**config.mk**
```make
export PLATFORM = sky130hd
export DESIGN_NAME = cut_timer
export DESIGN_NICKNAME = d
export VERILOG_FILES = /design/src/include/cut_pkg.sv /design/src/cut_timer.sv
export VERILOG_INCLUDE_DIRS = /design/src /design/src/include
export SDC_FILE = /design/constraint.sdc
export NUM_CORES = 1
export LEC_CHECK = 0
export ABC_AREA = 1
export BUFFER_PORTS_ARGS = -buffer_cell sky130_fd_sc_hd__buf_2
export CAP_MARGIN = 20
export CORE_MARGIN = 3
export CORE_UTILIZATION = 35
export DETAILED_ROUTE_END_ITERATION = 10
export PLACE_DENSITY_LB_ADDON = 0.12
export SLEW_MARGIN = 25
export SYNTH_ARGS = -nofsm -noshare
export SYNTH_HDL_FRONTEND = slang
export SYNTH_SLANG_ARGS = --single-unit
```
**constraint.sdc**
```tcl
create_clock -name clk -period 2.89 [get_ports clk]
set_input_delay 0.578 -clock clk [delete_from_list [all_inputs] [get_ports clk]]
set_output_delay 0.578 -clock clk [all_outputs]
set_load 0.05 [all_outputs]
```
**src/include/cut_defs.svh**
```systemverilog
/*
 * Register map, field positions, reset values and prescaler counts
 * of the capture up/down timer.
 * Assumes a 32-bit byte address compared in full by the register slave.
 */
`ifndef CUT_DEFS_SVH
`define CUT_DEFS_SVH

`define CUT_ADDR_RELOAD     32'hFFFF0380
`define CUT_ADDR_COUNT      32'hFFFF0384
`define CUT_ADDR_CONTROL    32'hFFFF0388
`define CUT_ADDR_INTCLR     32'hFFFF038C
`define CUT_ADDR_CAPTURE    32'hFFFF0390
`define CUT_ADDR_IRQ_STAT   32'hFFFF0394
`define CUT_ADDR_IRQ_MASK   32'hFFFF0398

`define CUT_RST_RELOAD      16'h0000
`define CUT_RST_COUNT       16'hFFFF
`define CUT_RST_CONTROL     32'h00000000
`define CUT_RST_CAPTURE     16'h0000
`define CUT_RST_IRQ_MASK    2'h1

`define CUT_CTRL_WR_MASK    32'h0003F3CF
`define CUT_CAP_EN_BIT      17
`define CUT_SEL_HI          16
`define CUT_SEL_LO          12
`define CUT_CLKSEL_BIT      9
`define CUT_UP_BIT          8
`define CUT_EN_BIT          7
`define CUT_PERIODIC_BIT    6
`define CUT_PRE_HI          3
`define CUT_PRE_LO          0

`define CUT_PRE_DIV1        4'h0
`define CUT_PRE_DIV16       4'h4
`define CUT_PRE_DIV256      4'h8
`define CUT_PRE_DIV32768    4'hF
`define CUT_LIM_DIV1        15'h0000
`define CUT_LIM_DIV16       15'h000F
`define CUT_LIM_DIV256      15'h00FF
`define CUT_LIM_DIV32768    15'h7FFF

`define CUT_NUM_SRC         18
`define CUT_SEL_MAX         5'h11
`define CUT_ST_TIMEOUT      0
`define CUT_ST_CAPTURE      1
`define CUT_CNT_MAX         16'hFFFF
`define CUT_CNT_MIN         16'h0000

`endif

```
**src/include/cut_pkg.sv**
```systemverilog
/*
 * Types of the capture up/down timer: bus request carrier and state record.
 * Assumes cut_defs.svh is on the include path.
 */
`include "cut_defs.svh"

package cut_pkg;

  typedef struct packed {
    logic [31:0] addr;
    logic [31:0] wdata;
    logic        wr;
    logic        rd;
  } cut_bus_req_s;

  typedef struct packed {
    logic [15:0]               reload;
    logic [15:0]               count;
    logic [31:0]               control;
    logic [15:0]               capture;
    logic [1:0]                irq_stat;
    logic [1:0]                irq_mask;
    logic [14:0]               prescale;
    logic [2:0]                lp_sync;
    logic                      lp_level;
    logic [`CUT_NUM_SRC-1:0]   src_prev;
    logic [31:0]               rdata;
    logic                      irq;
    logic                      timeout;
  } cut_state_s;

endpackage

```
**src/cut_timer.sv**
```systemverilog
/*
 * Capture up/down timer: 16-bit counter with source select, prescaler,
 * periodic or free-running modes, event capture and a maskable interrupt.
 * Assumes a single-cycle register master on clk, interrupt sources that are
 * synchronous to clk, and a 32.768 kHz oscillator input from its own domain.
 */
// Strobed register access is this design's own decision.
`timescale 1ns/10ps
`include "cut_defs.svh"

module cut_timer (
  input  wire logic                          clk,
  input  wire logic                          resetn,
  input  wire cut_pkg::cut_bus_req_s         bus_req,
  output logic [31:0]                        bus_rdata,
  input  wire logic                          lp_osc_clk,
  input  wire logic [`CUT_NUM_SRC-1:0]       irq_sources,
  output logic                               irq,
  output logic [15:0]                        serial_test_interface_count,
  output logic                               serial_test_interface_tick
);
  import cut_pkg::*;

  cut_state_s s_q;
  cut_state_s s_d;

  // Unlisted prescaler codes fall back to divide by one
  function automatic logic [14:0] pre_limit(input logic [3:0] code);
    case (code)
      `CUT_PRE_DIV1:     pre_limit = `CUT_LIM_DIV1;
      `CUT_PRE_DIV16:    pre_limit = `CUT_LIM_DIV16;
      `CUT_PRE_DIV256:   pre_limit = `CUT_LIM_DIV256;
      `CUT_PRE_DIV32768: pre_limit = `CUT_LIM_DIV32768;
      default:           pre_limit = `CUT_LIM_DIV1;
    endcase
  endfunction

  function automatic logic hit(input cut_bus_req_s req, input logic [31:0] addr);
    hit = (req.addr == addr);
  endfunction

  logic                    src_tick;
  logic                    pre_tick;
  logic                    count_up;
  logic                    at_end;
  logic                    cnt_step;
  logic [4:0]              cap_sel;
  logic [`CUT_NUM_SRC-1:0] src_rise;
  logic                    cap_event;
  logic [1:0]              events;
  logic [1:0]              w1c;

  always_comb begin
    s_d = s_q;

    // Oscillator level accepted only once the last two stages agree
    s_d.lp_sync = {s_q.lp_sync[1:0], lp_osc_clk};
    if (s_q.lp_sync[1] == s_q.lp_sync[2]) begin
      s_d.lp_level = s_q.lp_sync[2];
    end

    // Source select
    if (s_q.control[`CUT_CLKSEL_BIT]) begin
      src_tick = s_d.lp_level & ~s_q.lp_level;
    end else begin
      src_tick = 1'b1;
    end

    // Prescaler runs only while counting is enabled
    pre_tick = 1'b0;
    if (!s_q.control[`CUT_EN_BIT]) begin
      s_d.prescale = 15'h0000;
    end else if (src_tick) begin
      if (s_q.prescale >= pre_limit(s_q.control[`CUT_PRE_HI:`CUT_PRE_LO])) begin
        s_d.prescale = 15'h0000;
        pre_tick     = 1'b1;
      end else begin
        s_d.prescale = s_q.prescale + 15'h0001;
      end
    end

    // Counter step, direction and end of count
    count_up = s_q.control[`CUT_UP_BIT];
    at_end   = count_up ? (s_q.count == `CUT_CNT_MAX) : (s_q.count == `CUT_CNT_MIN);
    cnt_step = pre_tick;
    s_d.timeout = 1'b0;
    if (cnt_step) begin
      if (at_end) begin
        s_d.timeout = 1'b1;
        if (s_q.control[`CUT_PERIODIC_BIT]) begin
          s_d.count = s_q.reload;
        end else begin
          s_d.count = count_up ? `CUT_CNT_MIN : `CUT_CNT_MAX;
        end
      end else if (count_up) begin
        s_d.count = s_q.count + 16'h0001;
      end else begin
        s_d.count = s_q.count - 16'h0001;
      end
    end

    // Capture on first assertion of the chosen source; counter untouched
    cap_sel   = s_q.control[`CUT_SEL_HI:`CUT_SEL_LO];
    src_rise  = irq_sources & ~s_q.src_prev;
    s_d.src_prev = irq_sources;
    cap_event = 1'b0;
    if (s_q.control[`CUT_CAP_EN_BIT] && cap_sel <= `CUT_SEL_MAX) begin
      cap_event = src_rise[cap_sel];
    end
    if (cap_event) begin
      s_d.capture = s_q.count;
    end

    // Register writes
    w1c = 2'h0;
    if (bus_req.wr) begin
      if (hit(bus_req, `CUT_ADDR_RELOAD)) begin
        s_d.reload = bus_req.wdata[15:0];
      end
      if (hit(bus_req, `CUT_ADDR_CONTROL)) begin
        s_d.control = bus_req.wdata & `CUT_CTRL_WR_MASK;
      end
      if (hit(bus_req, `CUT_ADDR_INTCLR)) begin
        w1c[`CUT_ST_TIMEOUT] = 1'b1;
      end
      if (hit(bus_req, `CUT_ADDR_IRQ_STAT)) begin
        w1c = w1c | bus_req.wdata[1:0];
      end
      if (hit(bus_req, `CUT_ADDR_IRQ_MASK)) begin
        s_d.irq_mask = bus_req.wdata[1:0];
      end
      // Count and capture addresses fall through unstored
    end

    // Sticky events; a set in the clearing cycle wins
    events = 2'h0;
    events[`CUT_ST_TIMEOUT] = s_d.timeout;
    events[`CUT_ST_CAPTURE] = cap_event;
    s_d.irq_stat = (s_q.irq_stat & ~w1c) | events;
    s_d.irq      = |(s_d.irq_stat & s_d.irq_mask);

    // Read data valid only in the cycle after the strobe
    s_d.rdata = 32'h00000000;
    if (bus_req.rd) begin
      if (hit(bus_req, `CUT_ADDR_RELOAD)) begin
        s_d.rdata = {16'h0000, s_q.reload};
      end else if (hit(bus_req, `CUT_ADDR_COUNT)) begin
        s_d.rdata = {16'h0000, s_q.count};
      end else if (hit(bus_req, `CUT_ADDR_CONTROL)) begin
        s_d.rdata = s_q.control;
      end else if (hit(bus_req, `CUT_ADDR_CAPTURE)) begin
        s_d.rdata = {16'h0000, s_q.capture};
      end else if (hit(bus_req, `CUT_ADDR_IRQ_STAT)) begin
        s_d.rdata = {30'h00000000, s_q.irq_stat};
      end else if (hit(bus_req, `CUT_ADDR_IRQ_MASK)) begin
        s_d.rdata = {30'h00000000, s_q.irq_mask};
      end
    end
  end

  always_ff @(posedge clk or negedge resetn) begin
    if (!resetn) begin
      s_q.reload   <= `CUT_RST_RELOAD;
      s_q.count    <= `CUT_RST_COUNT;
      s_q.control  <= `CUT_RST_CONTROL;
      s_q.capture  <= `CUT_RST_CAPTURE;
      s_q.irq_stat <= 2'h0;
      s_q.irq_mask <= `CUT_RST_IRQ_MASK;
      s_q.prescale <= 15'h0000;
      s_q.lp_sync  <= 3'h0;
      s_q.lp_level <= 1'b0;
      s_q.src_prev <= '0;
      s_q.rdata    <= 32'h00000000;
      s_q.irq      <= 1'b0;
      s_q.timeout  <= 1'b0;
    end else begin
      s_q <= s_d;
    end
  end

  assign bus_rdata                   = s_q.rdata;
  assign irq                         = s_q.irq;
  // Live count doubles as the test interface time base
  assign serial_test_interface_count = s_q.count;
  assign serial_test_interface_tick  = s_q.timeout;

endmodule

```
After elaboration in Yosys (flattened, before gate mapping):

Index checks and enable logic that the tools add are counted.

* add/sub/neg operators: 3
* multiply operators: 0
* divide/modulo/power cells: 0
* magnitude comparators: 3
* equal/unequal tests: 13
* shift operators: 0
* multiplexer cells: 34
* bitwise gates (word level): 9
* reductions and logical operators: 5

Operators with widths (number)
* $eq A32 B32 Y1 const B: 7
* $mux W16: 5
* $mux W15: 5
* $mux W18: 4
* $pmux W15 S3: 1
* $and A18 B18 Y18: 1
* $not A18 Y18: 1
* $add A16 B1 Y16 const B: 1
* $eq A16 B16 Y1 const B: 1
* $logic_not A16 Y1: 1
* $sub A16 B1 Y16 const B: 1
* $add A15 B1 Y15 const B: 1
* $ge A15 B15 Y1: 1
* $mux W1: 12
* $mux W2: 6
* $eq A4 B4 Y1 const B: 2
* $lt A5 B6 Y1 const B: 1
* $bmux W1 S5: 1
* $le A5 B5 Y1 const B: 1
* $and A2 B2 Y2: 2
* $eq A4 B3 Y1 const B: 1
* $reduce_and A2 Y1: 2
* $ne A2 B1 Y1 const B: 1
* $not A2 Y2: 1
* 7 further kinds: 7

* register bits after elaboration: 137
* latch bits: 0
* RAM bits: 0
* ROM bits: 0
* input port bits: 87
* output and inout bits: 50
* logic and storage cells: 80
* memories kept: 0

Depth between registers and ports, before layout:

Gate-level depths: netlist of the first run.

* word-level depth: 14
* mapped depth: 17
* gate-level depth less buffers: 16

Worst setup path after synthesis of the first run:

No wires, ideal clock.

* kind: register -> register
* start: reg s_q[94] (netlist bit)
* end: reg s_q, in the netlist serial_test_interface_count[5]
* setup time: 0.079 ns
* arrival: 2.310 ns
* data required time: 2.811 ns
* setup slack: 0.501 ns
* stages on the path, launching flop included: 17
* buffers on the path: 1
* period minus slack after synthesis: 2.389 ns
* path through: dfrtp_1 -> inv_1 -> nor4_1 -> inv_1 -> nand2_1 -> a31oi_1 -> ha_1 -> a21oi_1 -> o21ai_0 -> nand2_1 -> nand2_1 -> nand2_1 -> nand3_2 -> nand2_2 -> inv_1 -> buf_2 -> o21ai_0

* longest elaborated chain between the ends: 8
* elaborated cells between the ends (all ways): 10
* classes of those cells: 1 x order compare; 3 x eq/ne; 6 x mux

Ends and longest elaborated chain
* from (decl): line cut_timer.sv:24 `cut_state_s s_q;`
* $eq A4 B4 Y1 / $eq A4 B3 Y1 (equally long branches): line cut_timer.sv:29 `case (code)`
* $pmux W15 S3 (*): line cut_timer.sv:29
* $mux W15 (*): line cut_timer.sv:73 `end else if (src_tick) begin`
* $mux W15 (*): line cut_timer.sv:71 `` if (!s_q.control[`CUT_EN_BIT]) begin ``
* $ge A15 B15 Y1 (*): line cut_timer.sv:74 `` if (s_q.prescale >= pre_limit(s_q.control[`CUT_PRE_HI:`CUT_PRE_LO])) begin ``
* $mux W1 (*): line cut_timer.sv:74
* $mux W1 (*): line cut_timer.sv:73
* $mux W1 (*): line cut_timer.sv:71

Every way passes the cells marked *; elsewhere a longest branch is shown, timed or not. The select of a mux whose other input is x is not followed.
A chain may end at the register's enable or synchronous reset.

==> impl_metrics.ini, run 1 <==
[yosys]
synth_top_cells_by_area = dfrtp_1, nand2_1, dfstp_2
syn_area_per_cell_um2 = 7.778
dominantRegCellSynth = dfrtp_1
ys_top_cells_by_count = nand2_1, dfrtp_1, inv_1
synth.lib_cells_used.distinct = 47
yosysTopAreaCellShare = 0.3512
yosysTopAreaCell = dfrtp_1
synth.ff_latch_count = 123
synthesis.area_um2 = 7552
yosys_warnings = 0
synth-seq-area-share = 0.4104
async_flop_share = 1.000
syn_inst = 971
synth_enable_flop_cells = 0
post-synth-top-count-cell = nand2_1

[clock_tree]
tritoncts = yes
post_cts.repair.setup_buffers = 0
cts_inserted_buffers = 17
cts.clk_slew.worst_paths_ps = 70
worst_skew_pair.late_latency_ps = 430
clock_tree.htree_level_count = 4
cts-resized-gates = 0
cts.sinks = 123
post_cts_hold_buffers = 0
clk_root_buffer_cell = clkbuf_16
clock_path_buffers = 2

[power_and_ir_drop]
power.density_nw_per_um2 = 477.3
total_power_w = 0.004169
power.internal_w = 0.003192
switching_power_w = 0.0009775
power.switching_fraction = 0.2344
vdd_drop_max_mv = 0.3960
p_leak_nw = 4.391
p_seq_frac = 0.418
power.share.combinational = 0.044
clkPwrFrac = 0.537

[critical_path]
cp_cell_sequence = inv_1, nor4_1, inv_1, buf_4, ha_1, a21oi_1, o21ai_0, a21oi_1, nand3_2, buf_4, nand3_1, nand2_1, nand2_1, nand2_1
rrSetupSlack_ps = 300
slowest_stage = dfrtp_1
cp_max_fo = 7
cp.buffers_inverters = 4
cp_data_arrival_time_ps = 2900
cp_most_frequent_cell = nand2_1
setup.worst_path.class = flip-flop to flip-flop
start_kind = flip-flop
critical_path_required_ps = 3190
cp-end-kind = flip-flop
critPathMaxStageDelay_ps = 370
crit_family = simple AND/OR/NAND/NOR gates

[flow_run]
max_cap_viol_count = 0

[timing]
period_needed_ps = 2595
finalCritPeriodShare = 0.8978
worst_slew_margin_rel = 0.5867
finClkSkew_ps = 10.61
timing_worst_slew_pin_value_ps = 617.8
fmaxAchievable_ghz = 0.3854
final_hold_viol_count = 0
setup_violations = 0
final_max_slew_viol_count = 0

[grt]
globalRouteMet3Util = 0.03143
met2_usage = 0.2744
grt_usage = 0.1736
gr_peak_layer = met2
grtUsageMet1 = 0.2449
grt_start_max_net_pins = 45
via_count_of_the_first_global_routing_pass = 6376
grt_pass1_wl_um = 33070
initial_antenna_violation_count = 0
global_route.overflow_total = 0

[place]
place.detailed.hpwl_um = 15010
port_buffers = 108
placedCellCount = 1309
place.gp.congestion = 0.7948
placement.cell_area_um2 = 8108

[floorplanning]
number_of_core_rows = 53
placeable_core_area_um2 = 21090
io_pins = 137
floorplan.die.height_um = 152.9
effective_utilization_at_floorplan = 0.3581
die_width_um = 152.9
fp.dieArea_um2 = 23380

[route]
wl_per_cell_um = 14.89
route.detailed.drc = 0
dr.pass1.iters = 5
finalWirelength_um = 19970
antenna_left = 0
via_count = 6370
drt-initial-drc-count = 382
via_per_inst = 4.750

[final_layout]
drive_gt1_frac = 0.1989
post_layout_nonfiller_instances = 1341
insertedDiodeCount = 0
syn_to_final_growth_pct = 15.66
fin_nets = 1171
layout.cell_area.non_filler_um2 = 8735

[run_status]
outcome = finished clean

[worst_hold_path]
hold_path.class = input port to asynchronous set/reset pin
-- layer usage --
layer | wire (um) | part of all wire
met3 | 973 | 0.049
met2 | 9158 | 0.46
met5 | 0 | 0
met1 | 9563 | 0.48
met4 | 269 | 0.013
-- cell families (layout without fill, tap and decap cells) --
| kind of cell | Yosys count | in the layout | share of synthesized area |
|---|---|---|---|
| simple gates | 469 | 469 | 0.2770 |
| buf+inv | 178 | 260 | 0.1226 |
| compound gates | 145 | 145 | 0.1052 |
| flops | 123 | 123 | 0.4104 |
| fa+ha+maj | 32 | 32 | 0.05368 |
| xor+xnor | 17 | 17 | 0.01971 |
| mux | 6 | 6 | 0.01093 |
| other cells | 1 | 14 | 0.0004965 |
-- sequential cells by signal, summed over array words and instances, names as in the netlist --
| name | count |
|---|---|
| s_d | 2 |
| serial_test_interface_count | 16 |
| bus_rdata | 18 |
| cap_sel | 5 |
| irq | 1 |
| count_up | 1 |
| serial_test_interface_tick | 1 |
| s_q | 79 |
-- area by class of cell --
type / instances / area (um^2)
clock buffer: 18 / 439.2
clock inverter: 14 / 181.4
fill: 2205 / 12350
inverter: 105 / 395.4
multi-input combinational: 683 / 3582
sequential: 123 / 3099
tap: 275 / 344.1
timing repair buffer: 123 / 693.2
-- power groups by stage --
stage	Sequential [W]	Clock [W]	Combinational, W
after floorplan	0.00177	0	0.0000952
after global placement	0.00177	0	0.000189
after detailed placement	0.00178	0	0.000189
after CTS	0.00174	0.00229	0.000190
after global routing	0.00175	0.00236	0.000208
final	0.00174	0.00224	0.000184
-- final timing paths --
check / cells past startpoint / from / end
min: 1 / resetn / bus_rdata[6]
min in group clk: 1 / lp_osc_clk / s_d[54]
max reg2reg: 14 / s_q[92] / irq
min reg2reg: 0 / s_d[54] / s_d[55]
max: 14 / s_q[92] / irq
max in group asynchronous: 2 / resetn / s_q[45]
-- placed cells by master, fill, tap and decap left out, types with 11 or more instances in the layout --
| cell type | synthesis | layout |
|---|---|---|
| dfstp_2 | 17 | 17 |
| buf_4 | 51 | 13 |
| ha_1 | 30 | 30 |
| buf_2 | 10 | 107 |
| nor2_1 | 95 | 95 |
| o21ai_1 | 21 | 21 |
| nand2_1 | 241 | 241 |
| o211ai_1 | 11 | 11 |
| conb_1 | 1 | 14 |
| nand4_1 | 30 | 30 |
| dfrtp_1 | 106 | 106 |
| clkbuf_16 | 0 | 17 |
| nand3_1 | 61 | 61 |
| inv_1 | 99 | 98 |
| xor2_1 | 11 | 11 |
| a21oi_1 | 46 | 46 |
| o21ai_0 | 53 | 53 |
-- per-stage QoR --
stage | hold WS (ps) | worst slack [ps] | utilization | setup TNS, ps
after floorplan | 282.4 | 501.3 | - | 0
after global placement | 338.8 | 346.8 | 0.3845 | 0
after detailed placement | 353.5 | 297.1 | 0.3845 | 0
after CTS | 182.2 | 277.8 | 0.4139 | 0
after global routing | 203.5 | -5.691 | 0.4142 | -5.691
final | 163.2 | 295.5 | 0.4142 | 0
Note: power is estimated with default switching activity, not from simulation.
==> inputs of run 2 (changes only) <==
PLACE_DENSITY = 0.6   (was not set)
PLACE_DENSITY_LB_ADDON = not set   (was 0.12)
==> run 2 against run 1 <==
Against the previous run: sequential cell count is the same; critical path type unchanged; highest routed layer unchanged; sequential power about the same; register-to-register slack is essentially flat; sequential share of layout area increased by 0.17 points; hold slack better by 23 ps.
==> impl_metrics.ini, run 2 (same netlist as run 1, synthesis figures left out) <==
[place]
place.detailed.hpwl_um = 14620
place.gp.congestion = 0.8624
port_buffers = 108
place_ws_ps = 297.1

[floorplanning]
placeable_core_area_um2 = 21090
die_width_um = 152.9
number_of_core_rows = 53
effective_utilization_at_floorplan = 0.3581
io_pins = 137
fp.dieArea_um2 = 23380
floorplan.die.height_um = 152.9

[worst_hold_path]
hold_path.class = input port to asynchronous set/reset pin

[clock_tree]
cts-resized-gates = 0
cts_inserted_buffers = 17
clock_path_buffers = 2
tritoncts = yes
clock_tree.htree_level_count = 4
cts.clk_slew.worst_paths_ps = 50
post_cts.repair.setup_buffers = 0
cts.sinks = 123
clk_root_buffer_cell = clkbuf_16
post_cts_hold_buffers = 0
worst_skew_pair.late_latency_ps = 420

[grt]
grt_usage = 0.1699
via_count_of_the_first_global_routing_pass = 6241
global_route.overflow_total = 0
grt_pass1_wl_um = 32180
grt_start_max_net_pins = 50
initial_antenna_violation_count = 0

[final_layout]
syn_to_final_growth_pct = 15.09
largest_register_ff_count = 79
insertedDiodeCount = 0
largest-register = s_q
final_cell_mix = nand2_1, buf_2, dfrtp_1
drive_gt1_frac = 0.1961
most_common_cell_after_layout_fill_and_taps_aside = nand2_1
fin_nets = 1172

[power_and_ir_drop]
p_leak_nw = 4.378
power.density_nw_per_um2 = 471.9
vdd_drop_max_mv = 0.4110

[timing]
final_max_slew_viol_count = 0
period_needed_ps = 2592
final_hold_viol_count = 0
fmaxAchievable_ghz = 0.3858
setup_violations = 0
worst_slew_margin_rel = 0.5613
totalNegativeSetupSlack_ps = 0
timing_worst_slew_pin_value_ps = 658.1
unrepaired_setup_endpoints_after_global_routing = no
finalCritPeriodShare = 0.8968
worst_setup_slack_final_ps = 298.1
finClkSkew_ps = 7.387

[route]
dr.pass1.iters = 5
antenna_left = 0
drt-initial-drc-count = 354
route.detailed.drc = 0
via_per_inst = 4.855
finalWirelength_um = 19520
via_count = 6511
wl_per_cell_um = 14.55

[critical_path]
worst_r2r_startpoint = s_q[94]
start_kind = flip-flop
setup.worst_path.class = flip-flop to flip-flop
critical_path_required_ps = 3200
timing.critical_path.from = s_q[94]
rr_endpoint = irq
cp_max_fo = 6
r2r.worst_path.cells = 17
rrSetupSlack_ps = 300
cp_data_arrival_time_ps = 2900
cp-end-kind = flip-flop
crit_end = irq

[flow_run]
max_cap_viol_count = 0

[run_status]
outcome = finished clean
[run 2: power breakdown]
group | total (W) | internal (W) | leakage, nW | switching (W)
Sequential | 0.00175 | 0.00174 | 1.51 | 0.00000491
Combinational | 0.000182 | 0.0000551 | 2.58 | 0.000126
Clock | 0.00217 | 0.00139 | 0.288 | 0.000783
[run 2: routing by layer]
layer,GRT usage,vias to the layer above,part of all wire
li1,-,3273,-
met1,0.2285,3042,0.46
met2,0.2721,177,0.46
met3,0.04020,19,0.061
met4,0.05431,0,0.013
met5,0,-,0
[run 2: cell type report]
class | instances | area, um^2
Clock buffer | 20 | 456.7
Fill cell | 2204 | 12400
Sequential cell | 123 | 3099
Multi-Input combinational cell | 683 | 3576
Clock inverter | 11 | 145.1
Inverter | 105 | 395.4
Tap cell | 275 | 344.1
Timing Repair Buffer | 124 | 675.6
[run 2: worst max-delay path, stage by stage (launching register included)]
cell     delay (ps)
dfrtp_1         410
inv_1            90
nor4_1           50
inv_1            60
nand2_1          60
a31oi_1         340
ha_1            340
a21oi_1         120
o21ai_0         100
nand2_1          70
nand2_1          50
nand2_1          70
nand3_2         180
buf_4           210
nand3_1         130
nand2_1         100
nand2_1          60
nand2_1          50
[run 2: worst min path at each step]
stage	startpoint	end	slack, ps	cells after the start
floorplan	resetn	bus_rdata[0]	280	0
global placement	s_d[54]	s_d[55]	360	0
detailed placement	s_d[54]	s_d[55]	360	0
CTS	resetn	s_q[38]	200	1
global route	resetn	s_q[41]	230	1
finish	resetn	s_q[41]	190	1
[run 2: stage by stage]
step	power (W)	cells	util	cell area, um^2	hold slack (ps)
final	0.004102	1341	0.4122	8692	186.0
after global routing	0.004245	1341	0.4122	8692	228.9
after CTS	0.004149	1341	0.4122	8692	200.0
after detailed placement	0.001961	1310	0.3836	8090	357.5
after global placement	0.001959	1310	0.3836	8090	362.9
after floorplan	0.001870	984	-	7601	282.4
